<file path="src/hdl/idio_pkg.sv">
/*
  Constants for the isolated digital I/O port: register offsets, the
  direction word layout, reset values and address widths.
  Assumes a host I/O bus with byte-wide data and 16-bit I/O addresses.
*/
package idio_pkg;

  ////////////////////////////////////////////////////////////////////////////
  // Host I/O address space
  localparam int unsigned IO_ADDR_W  = 16;
  localparam int unsigned WIN_LSB    = 2;
  localparam int unsigned DATA_W     = 8;

  ////////////////////////////////////////////////////////////////////////////
  // Register offsets within the four-byte window
  localparam logic [1:0] OFS_OUTPUT_PORT_DATA       = 2'h0;
  localparam logic [1:0] OFS_INPUT_PORT_DATA        = 2'h1;
  localparam logic [1:0] OFS_UNUSED_PORT            = 2'h2;
  localparam logic [1:0] OFS_PORT_DIRECTION_CONTROL = 2'h3;

  ////////////////////////////////////////////////////////////////////////////
  // Direction word: bits 7 and 1 one, bits 6..4 and 2 zero, 3 and 0 free
  localparam int unsigned DIRECTION_WORD_BIT_MODE_SET = 7;
  localparam logic [7:0]  DIR_CHECK_MASK  = 8'hF6;
  localparam logic [7:0]  DIR_CHECK_MATCH = 8'h82;

  ////////////////////////////////////////////////////////////////////////////
  // Reset and fixed read values
  localparam logic [7:0] OUTPUT_DATA_RESET = 8'h00;
  localparam logic [7:0] READ_IDLE_VALUE   = 8'h00;
  localparam logic [7:0] UNUSED_READ_VALUE = 8'h00;

endpackage : idio_pkg

</file>
<file path="src/hdl/idio_port.sv">
/*
  Register block of an eight-output, eight-input isolated digital I/O port,
  reached by host I/O read and write cycles inside a four-byte window.
  Assumes io_rd and io_wr are one-cycle strobes synchronous to clk, and
  that the base address and enable come from the configuration logic.
*/
`timescale 1ns/1ps
module idio_port
  import idio_pkg::*;
(
  input  wire logic [IO_ADDR_W-1:0] cfg_base_addr,
  input  wire logic                 cfg_enable,
  input  wire logic                 clk,
  input  wire logic                 nrst,
  input  wire logic [IO_ADDR_W-1:0] io_addr,
  input  wire logic                 io_rd,
  input  wire logic                 io_wr,
  input  wire logic [DATA_W-1:0]    io_wr_data,
  output logic      [DATA_W-1:0]    io_rd_data,
  output logic                      io_rd_valid,
  input  wire logic [DATA_W-1:0]    isolated_input_line,
  output logic      [DATA_W-1:0]    isolated_output_line,
  output logic                      isolated_output_en
);

  ////////////////////////////////////////////////////////////////////////////
  // Address decode
  logic              window_hit;
  logic [1:0]        offset;
  logic              wr_output;
  logic              wr_direction;
  logic              rd_access;
  logic              dir_word_ok;
  logic [DATA_W-1:0] output_data;

  // Window placed wherever configuration put it; disabled means deaf
  assign window_hit = cfg_enable
                   && (io_addr[IO_ADDR_W-1:WIN_LSB] == cfg_base_addr[IO_ADDR_W-1:WIN_LSB]);
  assign offset     = io_addr[1:0];
  assign wr_output    = window_hit && io_wr && (offset == OFS_OUTPUT_PORT_DATA);
  assign wr_direction = window_hit && io_wr
                     && (offset == OFS_PORT_DIRECTION_CONTROL);
  assign rd_access    = window_hit && io_rd;

  // Only the documented mode word turns the output port on
  assign dir_word_ok = (io_wr_data & DIR_CHECK_MASK) == DIR_CHECK_MATCH;

  ////////////////////////////////////////////////////////////////////////////
  // Direction state
  logic out_mode_reg;

  // Any direction write restarts the ports; a bad word leaves outputs off
  always_ff @(posedge clk or negedge nrst) begin
    if (!nrst) begin
      out_mode_reg <= 1'b0;
    end else if (wr_direction) begin
      out_mode_reg <= dir_word_ok;
    end
  end

  ////////////////////////////////////////////////////////////////////////////
  // Output data latch
  idio_byte_reg #(
    .RESET_VALUE (OUTPUT_DATA_RESET)
  ) u_output_data (
    .clk   (clk),
    .nrst  (nrst),
    .clear (wr_direction),
    .load  (wr_output),
    .d     (io_wr_data),
    .q     (output_data)
  );

  // Lines follow the latch bit for bit; undriven until configured
  assign isolated_output_line = output_data;
  assign isolated_output_en   = out_mode_reg;

  ////////////////////////////////////////////////////////////////////////////
  // Read path
  logic [DATA_W-1:0] rd_data_reg;
  logic              rd_valid_reg;

  // Inputs are sampled only at the read itself; nothing is polled
  always_ff @(posedge clk or negedge nrst) begin
    if (!nrst) begin
      rd_data_reg <= READ_IDLE_VALUE;
    end else if (rd_access) begin
      unique case (offset)
        OFS_OUTPUT_PORT_DATA: rd_data_reg <= output_data;
        // Open inputs already arrive low from the field side; no pull is added here
        OFS_INPUT_PORT_DATA:  rd_data_reg <= isolated_input_line;
        OFS_UNUSED_PORT:      rd_data_reg <= UNUSED_READ_VALUE;
        OFS_PORT_DIRECTION_CONTROL: rd_data_reg <= UNUSED_READ_VALUE;
      endcase
    end
  end

  always_ff @(posedge clk or negedge nrst) begin
    if (!nrst) begin
      rd_valid_reg <= 1'b0;
    end else begin
      rd_valid_reg <= rd_access;
    end
  end

  assign io_rd_data  = rd_data_reg;
  assign io_rd_valid = rd_valid_reg;
endmodule : idio_port

</file>
<file path="src/hdl/idio_byte_reg.sv">
/*
  Byte-wide storage cell with synchronous clear and load.
  Assumes clear and load come from the same clock domain; clear wins.
*/
`timescale 1ns/1ps
module idio_byte_reg
  import idio_pkg::*;
#(
  parameter logic [DATA_W-1:0] RESET_VALUE = OUTPUT_DATA_RESET
) (
  input  wire logic              clk,
  input  wire logic              nrst,
  input  wire logic              clear,
  input  wire logic              load,
  input  wire logic [DATA_W-1:0] d,
  output logic      [DATA_W-1:0] q
);

  logic [DATA_W-1:0] q_reg;

  // Clear has priority so a reconfigure never leaves stale data behind
  always_ff @(posedge clk or negedge nrst) begin
    if (!nrst) begin
      q_reg <= RESET_VALUE;
    end else if (clear) begin
      q_reg <= RESET_VALUE;
    end else if (load) begin
      q_reg <= d;
    end
  end

  assign q = q_reg;

endmodule : idio_byte_reg

</file>
<file path="config.mk">
export PLATFORM = sky130hd
export DESIGN_NAME = idio_port
export DESIGN_NICKNAME = d
export VERILOG_FILES = /design/src/hdl/idio_pkg.sv /design/src/hdl/idio_port.sv /design/src/hdl/idio_byte_reg.sv
export SDC_FILE = /design/constraint.sdc
export NUM_CORES = 1
export LEC_CHECK = 0
export BUFFER_PORTS_ARGS = -buffer_cell sky130_fd_sc_hd__clkbuf_2
export CORE_ASPECT_RATIO = 0.8
export CORE_MARGIN = 2
export CORE_UTILIZATION = 30
export DETAILED_ROUTE_END_ITERATION = 10
export PLACE_DENSITY = 0.7
export SLEW_MARGIN = 20
export SYNTH_ARGS = -nofsm -noshare
export SYNTH_HDL_FRONTEND = slang
export SYNTH_SLANG_ARGS = --single-unit
</file>
<file path="constraint.sdc">
create_clock -name clk -period 0.8 [get_ports clk]
set_input_delay 0.04 -clock clk [delete_from_list [all_inputs] [get_ports clk]]
set_output_delay 0.04 -clock clk [all_outputs]
set_load 0.01 [all_outputs]
</file>
==> results of run 1 <==
## what timing repair did
action	4_1_cts	5_1_grt
hold buffers	2	0
pin swaps	4	19
hold endpoints to repair	19	0
endpoints found under the setup margin	33	35
setup buffers	2	0
gates resized for setup	7	60
## routing by layer
layer	track usage, %	vias up
met2	29.24	37
met3	3.887	10
met4	2.695	0
li1	-	501
met1	16.76	504
met5	0	-
## cell usage after synthesis
master and number:
xnor2_1 12, nor2_1 8, mux2i_1 8, buf_2 1
or4b_2 1, nor3b_4 1, clkbuf_1 1, dfrtp_1 18
xnor2_2 3, a21boi_0 8, nand3_1 1, a21o_1 8
nor4_4 2, nand4_1 3, mux2_2 9, nand4_2 2
nor3b_1 1
## critical path, cell delays in order
cell and delay, ns:
buf_6 0.10, xnor2_2 0.19, nand4_1 0.21, nor4_4 0.37, buf_12 0.18, mux2_4 0.30
## report_power, final
part | switching [mW] | internal [mW]
Combinational | 0.234 | 0.312
Sequential | 0.000176 | 0.910
Clock | 0.291 | 0.334
Total | 0.525 | 1.56
## cells by family (layout without fill, tap and decap cells)
group	count (synthesis)	in the layout	share of synthesized area (%)
muxes	17	17	16.92
AOI/OAI and AO/OA	16	16	11.20
and+or+nand+nor	19	19	14.70
buffers and inverters	2	94	0.8160
DFF	18	18	42.01
xor gates and xnor gates	15	15	14.35
## cell type report
cell class,count,area [um^2]
Clock buffer,3,41.29
Fill cell,289,1390
Multi-Input combinational cell,67,795.8
Sequential cell,18,450.4
Tap cell,42,52.55
Timing Repair Buffer,91,693.2
## worst paths after layout
| kind | startpoint | to | cells past startpoint |
|---|---|---|---|
| min in group asynchronous | nrst | u_output_data.q[2] | 2 |
| hold / removal | io_wr_data[3] | u_output_data.q[3] | 2 |
| hold reg to reg | io_rd_data[7] | io_rd_data[7] | 1 |
| setup / recovery | io_addr[3] | io_rd_data[2] | 6 |
| setup reg to reg | u_output_data.q[1] | io_rd_data[1] | 3 |
| max in group asynchronous | nrst | io_rd_data[6] | 2 |
==> impl_metrics.ini, run 1 <==
[worst_hold_path]
min_path_type = input pin to flip-flop

[placement]
portBuffers = 68
dp_slack_ns = -0.7351
placedCellCount = 214
gp_congestion = 0.7888
dpl_cell_area_um2 = 1707
dp_hpwl_mm = 2.417

[sta]
finalHoldViolations = 0
tns_ns = -8.217
max_freq_mhz = 797.9
finalSetupViolCount = 32
skew_ns = 0.0007542
layout_setup_ws_ns = -0.4533
finalCritPeriodShare_pct = 156.7
fin_crit_ns = 1.253
tightest_slew_ns = 0.4738
relSlewSlack_pct = 68.41
rsz0062_at_grt = true
slew_viol_final = 0
hold_ws_ns = 0.007514

[clock_network]
path_clk_slew_ns = 0.07
cts_max_level = 1
clock_sinks = 18
clock_path_buffers = 2
clock_latency_ns = 0.25
cts_buffers = 3
tritoncts = built
clockRootBuffer = clkbuf_8

[grt]
antenna_found_initial = 0
grtUsageTotal_pct = 15.07
grt_max_degree = 19
grt_overflow_total = 0
grt_pass1_wl_mm = 4.878
grt_pass1_vias = 1122

[finish]
fin_cells = 221
finish.utilization_pct = 59.39
mostFrequentLayoutCells = clkbuf_2 (50), buf_6 (24), dfrtp_1 (18)
drive_above_1_share_pct = 67.04
final_cell_area_um2 = 2033
nets = 234
final_common_cell = clkbuf_2
diodes = 0
synthToLayoutAreaGrowth_pct = 89.62

[logic_synthesis]
synth_top_area_share_pct = 42.01
syn_nets = 140
synthCells = 87
yosysUniqueCellTypes = 17
synth_area_leaders = dfrtp_1 (42%), xnor2_1 (9.8%), mux2_2 (9.5%)
yosysWarnings = 0
ys_seq_area_share_pct = 42.01
synth.avg_cell_area_um2 = 12.33
yosys.area.top_type = dfrtp_1
netlist_area_um2 = 1072
synth-seq-cells = 18

[pwr]
power_density_nw_per_um2 = 1024
power_mw = 2.082
ir_drop_uv = 933.5
p_leak_nw = 1.109

[drt]
dr_wl_met3_um = 154
routedWlPerCell_um = 15.57
wl_met1_mm = 1.268
ant_nets = 0
vias = 1052
drt_wl_total_mm = 3.441
dr.pass1.iters = 3
routed.top_layer = met4
route.detailed.drc = 0
avgViaCountPerCell = 4.760
wl_met2_mm = 1.920
drtIter0Drc = 18

[die]
ioPinCount = 71
initial_utilization_pct = 31.32
die_h_um = 57.48
die_w_um = 70.84
rows = 19
fp.dieArea_um2 = 4072
core-area_um2 = 3423

[setup_path]
required_ns = 0.94
worstSetupPathType = input pin to flip-flop
path_max_fanout = 9
arrival_ns = 1.39
critPathLaunchType = input pin
r2r_slack_ns = -0.19
end_kind = flip-flop

[job]
cap_violations = 0

[outcome]
failed_checks = negative setup slack
run_status = finished, violations left
Power figures use the tool's default switching activity.
==> run 2: changes to the inputs <==
--- a/config.mk
+++ b/config.mk
@@ -5,12 +5,13 @@
 export SDC_FILE = /design/constraint.sdc
 export NUM_CORES = 1
 export LEC_CHECK = 0
+export ABC_AREA = 1
 export BUFFER_PORTS_ARGS = -buffer_cell sky130_fd_sc_hd__clkbuf_2
 export CORE_ASPECT_RATIO = 0.8
 export CORE_MARGIN = 2
 export CORE_UTILIZATION = 30
 export DETAILED_ROUTE_END_ITERATION = 10
-export PLACE_DENSITY = 0.7
+export PLACE_DENSITY = 0.68
 export SLEW_MARGIN = 20
 export SYNTH_ARGS = -nofsm -noshare
 export SYNTH_HDL_FRONTEND = slang
==> impl_metrics.ini, run 2 <==
[drt]
route.detailed.drc = 0
dr.pass1.iters = 4
vias = 1422
routedWlPerCell_um = 9.626
avgViaCountPerCell = 4.028
drt_wl_total_mm = 3.398
ant_nets = 0
drtIter0Drc = 28

[logic_synthesis]
yosys.area.top_type = dfrtp_1
synthFlopType = dfrtp_1
synth_most_common_cell = nand2_1
synth.avg_cell_area_um2 = 6.180
netlist_area_um2 = 1224
synthCells = 198
ys_seq_area_share_pct = 36.81
syn_nets = 251
synthTopCellsByCount = nand2_1 (80), inv_1 (44), dfrtp_1 (18), nand3_1 (18), nor2_1 (13)
synth_area_leaders = dfrtp_1 (37%), nand2_1 (25%), inv_1 (13%)
yosysUniqueCellTypes = 19
synth-seq-cells = 18
synth_top_area_share_pct = 36.81
synth_enable_flop_cells = 0
yosysWarnings = 0
async_flop_share_pct = 100.0

[finish]
finish.utilization_pct = 55.97
final_common_cell = nand2_1
mostFrequentLayoutCells = nand2_1 (70), clkbuf_2 (45), inv_1 (32)
nets = 353
drive_above_1_share_pct = 45.97
diodes = 0
synthToLayoutAreaGrowth_pct = 76.28

[clock_network]
clock_latency_ns = 0.25
clock_sinks = 18
cts_buffers = 3
cts_max_level = 1
tritoncts = built
path_clk_slew_ns = 0.06
clock_path_buffers = 2
clockRootBuffer = clkbuf_8

[setup_path]
r2r_slack_ns = -0.12
arrival_ns = 0.90
reg2reg_depth = 7
crit-reg2reg-launch = u_output_data.q[1]
required_ns = 0.76
r2r-end = io_rd_data[1]
worstSetupPathType = flip-flop to output port
end_kind = output port
critPathLaunchType = flip-flop
path_max_fanout = 2

[outcome]
failed_checks = negative setup slack
run_status = finished, violations left

[placement]
portBuffers = 68
gp_congestion = 0.8293
dp_slack_ns = -0.4697
dp_hpwl_mm = 2.511

[grt]
grt_overflow_total = 0
antenna_found_initial = 0
grt_pass1_wl_mm = 5.140
grt_pass1_vias = 1241
grt_max_degree = 19
grtUsageTotal_pct = 14.55

[pwr]
power_density_nw_per_um2 = 914.4
pwr-share-clk_pct = 30.9
p_seq_share_pct = 46.3
ir_drop_uv = 630.6
p_int_mw = 1.478
combPwrFrac_pct = 22.8
p_leak_nw = 1.364
p_sw_mw = 0.4942
power.share.switching_pct = 25.05

[sta]
finalSetupViolCount = 28
finalCritPeriodShare_pct = 117.4
tns_ns = -2.581
relSlewSlack_pct = 69.20
hold_ws_ns = 0.01262
rsz0062_at_grt = true
layout_setup_ws_ns = -0.1391
tightest_slew_ns = 0.4620
skew_ns = 0.002636
slew_viol_final = 0
finalHoldViolations = 0
max_freq_mhz = 1065
fin_crit_ns = 0.9391

[worst_hold_path]
whs_endpoint = u_output_data.q[3]
min_path_type = input pin to flip-flop
hold_start = io_wr_data[3]
min_path_cells = 3

[job]
cap_violations = 0

[die]
die_w_um = 75.41
fp.dieArea_um2 = 4609
initial_utilization_pct = 31.75
ioPinCount = 71
core-area_um2 = 3854
rows = 20
die_h_um = 61.13
## run 2: cell count changes after synthesis, sizes merged, moves of 9 or more
cell,delta
nor2,+9
nand3,+17
inv,+45
mux2,-9
nand2,+83
xnor2,-14
## run 2: stage by stage
stage | std cells | instance area (um^2) | total power [mW]
after floorplan | 198 | 1267 | 1.098
after global placement | 336 | 1800 | 1.306
after detailed placement | 336 | 1800 | 1.312
after CTS | 351 | 1983 | 1.951
after global routing | 353 | 2157 | 2.092
final | 353 | 2157 | 1.973
## run 2: worst max-delay path: stages, from the launching register on
cell and delay, ns:
dfrtp_1 0.41, buf_6 0.13, buf_6 0.11
## run 2: worst max-delay path by stage
stage / endpoint / cells after the start / slack (ns) / start
6_report: isolated_output_line[5] / 2 / -0.14 / u_output_data.q[5]
2_1_floorplan: io_rd_data[7] / 12 / -0.21 / io_addr[4]
4_1_cts: isolated_output_line[5] / 2 / -0.15 / u_output_data.q[5]
3_3_place_gp: io_rd_data[0] / 12 / -0.42 / io_addr[4]
5_1_grt: io_rd_data[3] / 12 / -0.28 / io_addr[13]
3_5_place_dp: io_rd_data[4] / 12 / -0.47 / io_addr[4]
## run 2: power by group through the flow
| stage | registers, mW | clock network, mW | logic, mW |
|---|---|---|---|
| floorplan | 0.931 | 0 | 0.167 |
| global placement | 0.930 | 0 | 0.376 |
| CTS | 0.913 | 0.644 | 0.394 |
| finish | 0.913 | 0.609 | 0.450 |
| detailed placement | 0.930 | 0 | 0.382 |
| global route | 0.912 | 0.671 | 0.509 |
## run 2: what timing repair did
action / CTS / global route
setup endpoints to repair: 34 / 35
pin swaps: 4 / 26
hold buffers: 1 / 0
cloned: 2 / 0
endpoints found under the hold margin: 18 / 0
buffers inserted: 9 / 2
resized for setup: 10 / 58
## run 2: cells by family (layout without fill, tap and decap cells)
| group | after synthesis | count (layout) | synth area share, % |
|---|---|---|---|
| compound gates | 8 | 8 | 3.579 |
| xor+xnor | 1 | 1 | 0.7159 |
| buf+inv | 49 | 147 | 15.85 |
| flops | 18 | 18 | 36.81 |
| simple gates | 122 | 124 | 43.05 |
## run 2: cell type report
class                      count  area, um^2
sequential                    18       450.4
tap                           55       68.82
timing repair buffer          98       755.7
fill                         381        1697
inverter                      46       196.4
clock buffer                   3       41.29
multi-input combinational    133       644.4
## run 2: routing by layer
layer	up-vias	GRT usage [%]	routed length [um]
met5	-	0	0
met2	36	24.10	1692
met1	598	19.28	1527
met4	0	3.759	40
li1	784	-	-
met3	4	3.437	137
==> run 3: changes to the inputs <==
--- a/config.mk
+++ b/config.mk
@@ -7,11 +7,13 @@
 export LEC_CHECK = 0
 export ABC_AREA = 1
 export BUFFER_PORTS_ARGS = -buffer_cell sky130_fd_sc_hd__clkbuf_2
+export CAP_MARGIN = 20
 export CORE_ASPECT_RATIO = 0.8
 export CORE_MARGIN = 2
 export CORE_UTILIZATION = 30
+export CTS_BUF_LIST = sky130_fd_sc_hd__clkbuf_2 sky130_fd_sc_hd__clkbuf_4 sky130_fd_sc_hd__clkbuf_8
 export DETAILED_ROUTE_END_ITERATION = 10
-export PLACE_DENSITY = 0.68
+export PLACE_DENSITY = 0.66
 export SLEW_MARGIN = 20
 export SYNTH_ARGS = -nofsm -noshare
 export SYNTH_HDL_FRONTEND = slang
==> constraint.sdc (replaced) <==
create_clock -name clk -period 0.9 [get_ports clk]
set_input_delay 0.045 -clock clk [delete_from_list [all_inputs] [get_ports clk]]
set_output_delay 0.045 -clock clk [all_outputs]
set_load 0.01 [all_outputs]
==> impl_metrics.ini, run 3 (synthesis results as in run 2) <==
[outcome]
run_status = finished, violations left
failed_checks = negative setup slack

[worst_hold_path]
min_path_type = input pin to flip-flop

[grt]
grt_pass1_vias = 1179
use_met3_pct = 3.601
antenna_found_initial = 0
grt_overflow_total = 0
gr-usage-met1_pct = 18.20
top_usage_layer = met2
grt_pass1_wl_mm = 4.809
global_route.usage.met2_pct = 22.73
grt_max_degree = 19
grtUsageTotal_pct = 13.55

[die]
core-area_um2 = 3854
ioPinCount = 71
fp.dieArea_um2 = 4609
rows = 20
initial_utilization_pct = 31.75
die_w_um = 75.41
die_h_um = 61.13

[sta]
rsz0062_at_grt = true
max_freq_mhz = 1101
slew_viol_final = 0
fin_crit_ns = 0.9085
layout_setup_ws_ns = -0.008495
skew_ns = 0.002638
finalCritPeriodShare_pct = 100.9
tns_ns = -0.01793
finalHoldViolations = 0
relSlewSlack_pct = 70.65
finalSetupViolCount = 3
tightest_slew_ns = 0.4402
hold_ws_ns = 0.02960

[pwr]
p_seq_share_pct = 47.2
p_int_mw = 1.295
power.share.switching_pct = 24.70
combPwrFrac_pct = 21.8
p_leak_nw = 1.221
power_mw = 1.720
p_sw_mw = 0.4249
power_density_nw_per_um2 = 889.3
pwr-share-clk_pct = 31.0
ir_drop_uv = 499.9

[placement]
dp_slack_ns = -0.3522
dp_hpwl_mm = 2.535
portBuffers = 68
gp_congestion = 0.7875

[finish]
nets = 331
synthToLayoutAreaGrowth_pct = 58.08
final_common_cell = nand2_1
mostFrequentLayoutCells = nand2_1 (73), clkbuf_2 (54), inv_1 (35)
finish.utilization_pct = 50.19
drive_above_1_share_pct = 41.67
diodes = 0

[drt]
routedWlPerCell_um = 9.544
ant_nets = 0
drtIter0Drc = 48
dr.pass1.iters = 4
vias = 1350
drt_wl_total_mm = 3.159
route.detailed.drc = 0
avgViaCountPerCell = 4.079

[setup_path]
cpMaxStageDelayCell = nor2_4
path_max_fanout = 8
cpMostUsedCell = nand3_1
critPathLaunchType = input pin
crit_chain = clkbuf_2 > xnor2_1 > nand3_1 > nor2_4 > nand3_2 > clkinv_4 > buf_12 > nand3_1 > nand2_1
required_ns = 1.09
r2r_slack_ns = 0.02
slowest_delay_ns = 0.18
arrival_ns = 1.09
path_delay_family = simple AND/OR/NAND/NOR gates
end_kind = flip-flop
worstSetupPathType = input pin to flip-flop
cp.buffers_inverters = 3

[clock_network]
tritoncts = built
cts_buffers = 3
clock_sinks = 18
path_clk_slew_ns = 0.06
cts_max_level = 1
clock_latency_ns = 0.25
clockRootBuffer = clkbuf_8
clock_path_buffers = 2

[job]
cap_violations = 0
## run 3: changes by cell type in the layout (fill, tap and decap cells not counted), moves of 4 or more
cell	change
buf_6	-17
buf_4	-13
clkbuf_2	+9
nand3_1	-4
nand3_2	+4
## run 3: worst reg2reg max path, cell delays in order, from the launching register on
cell and delay (ns):
dfrtp_1 0.42, nand2_1 0.10, nand2_1 0.05, inv_1 0.05, nand2_1 0.04, o21ai_1 0.07
inv_1 0.04
## run 3: worst paths after layout
| kind | from | end | depth (start not counted) |
|---|---|---|---|
| setup / recovery | cfg_base_addr[14] | u_output_data.q[0] | 9 |
| max in group asynchronous | nrst | io_rd_data[7] | 2 |
| setup reg to reg | u_output_data.q[0] | io_rd_data[0] | 6 |
| min in group asynchronous | nrst | u_output_data.q[3] | 2 |
| hold reg to reg | io_rd_data[3] | io_rd_data[3] | 2 |
| hold / removal | io_wr_data[4] | u_output_data.q[4] | 3 |
## run 3: through the flow
step,std cells,cell area (um^2)
2_1_floorplan,198,1267
3_3_place_gp,326,1725
3_5_place_dp,326,1725
4_1_cts,330,1842
5_1_grt,331,1934
6_report,331,1934
## run 3: cell type report
class | count | area [um^2]
inverter | 46 | 197.7
clock buffer | 3 | 41.29
timing repair buffer | 76 | 504.2
multi-input combinational | 133 | 671.9
fill | 413 | 1919
tap | 55 | 68.82
sequential | 18 | 450.4
## run 3: per-layer routing
metal  wire length [um]  part of all wire [%]
met1               1480                    47
met2               1510                    48
met3                156                   4.9
met4                 12                  0.38
met5                  0                     0
## run 3: power groups by stage
stage,clock network (mW),logic [mW],registers [mW]
6_report,0.533,0.375,0.812
5_1_grt,0.570,0.426,0.812
4_1_cts,0.547,0.342,0.812
2_1_floorplan,0,0.149,0.828
3_5_place_dp,0,0.328,0.827
3_3_place_gp,0,0.325,0.827
## run 3: timing repair
item / in CTS / in global routing
endpoints found under the setup margin: 18 / 19
pin swaps: 13 / 26
gates cloned: 2 / 0
hold buffers: 1 / 0
setup buffers: 0 / 1
gates resized for setup: 11 / 31
endpoints found under the hold margin: 18 / 0
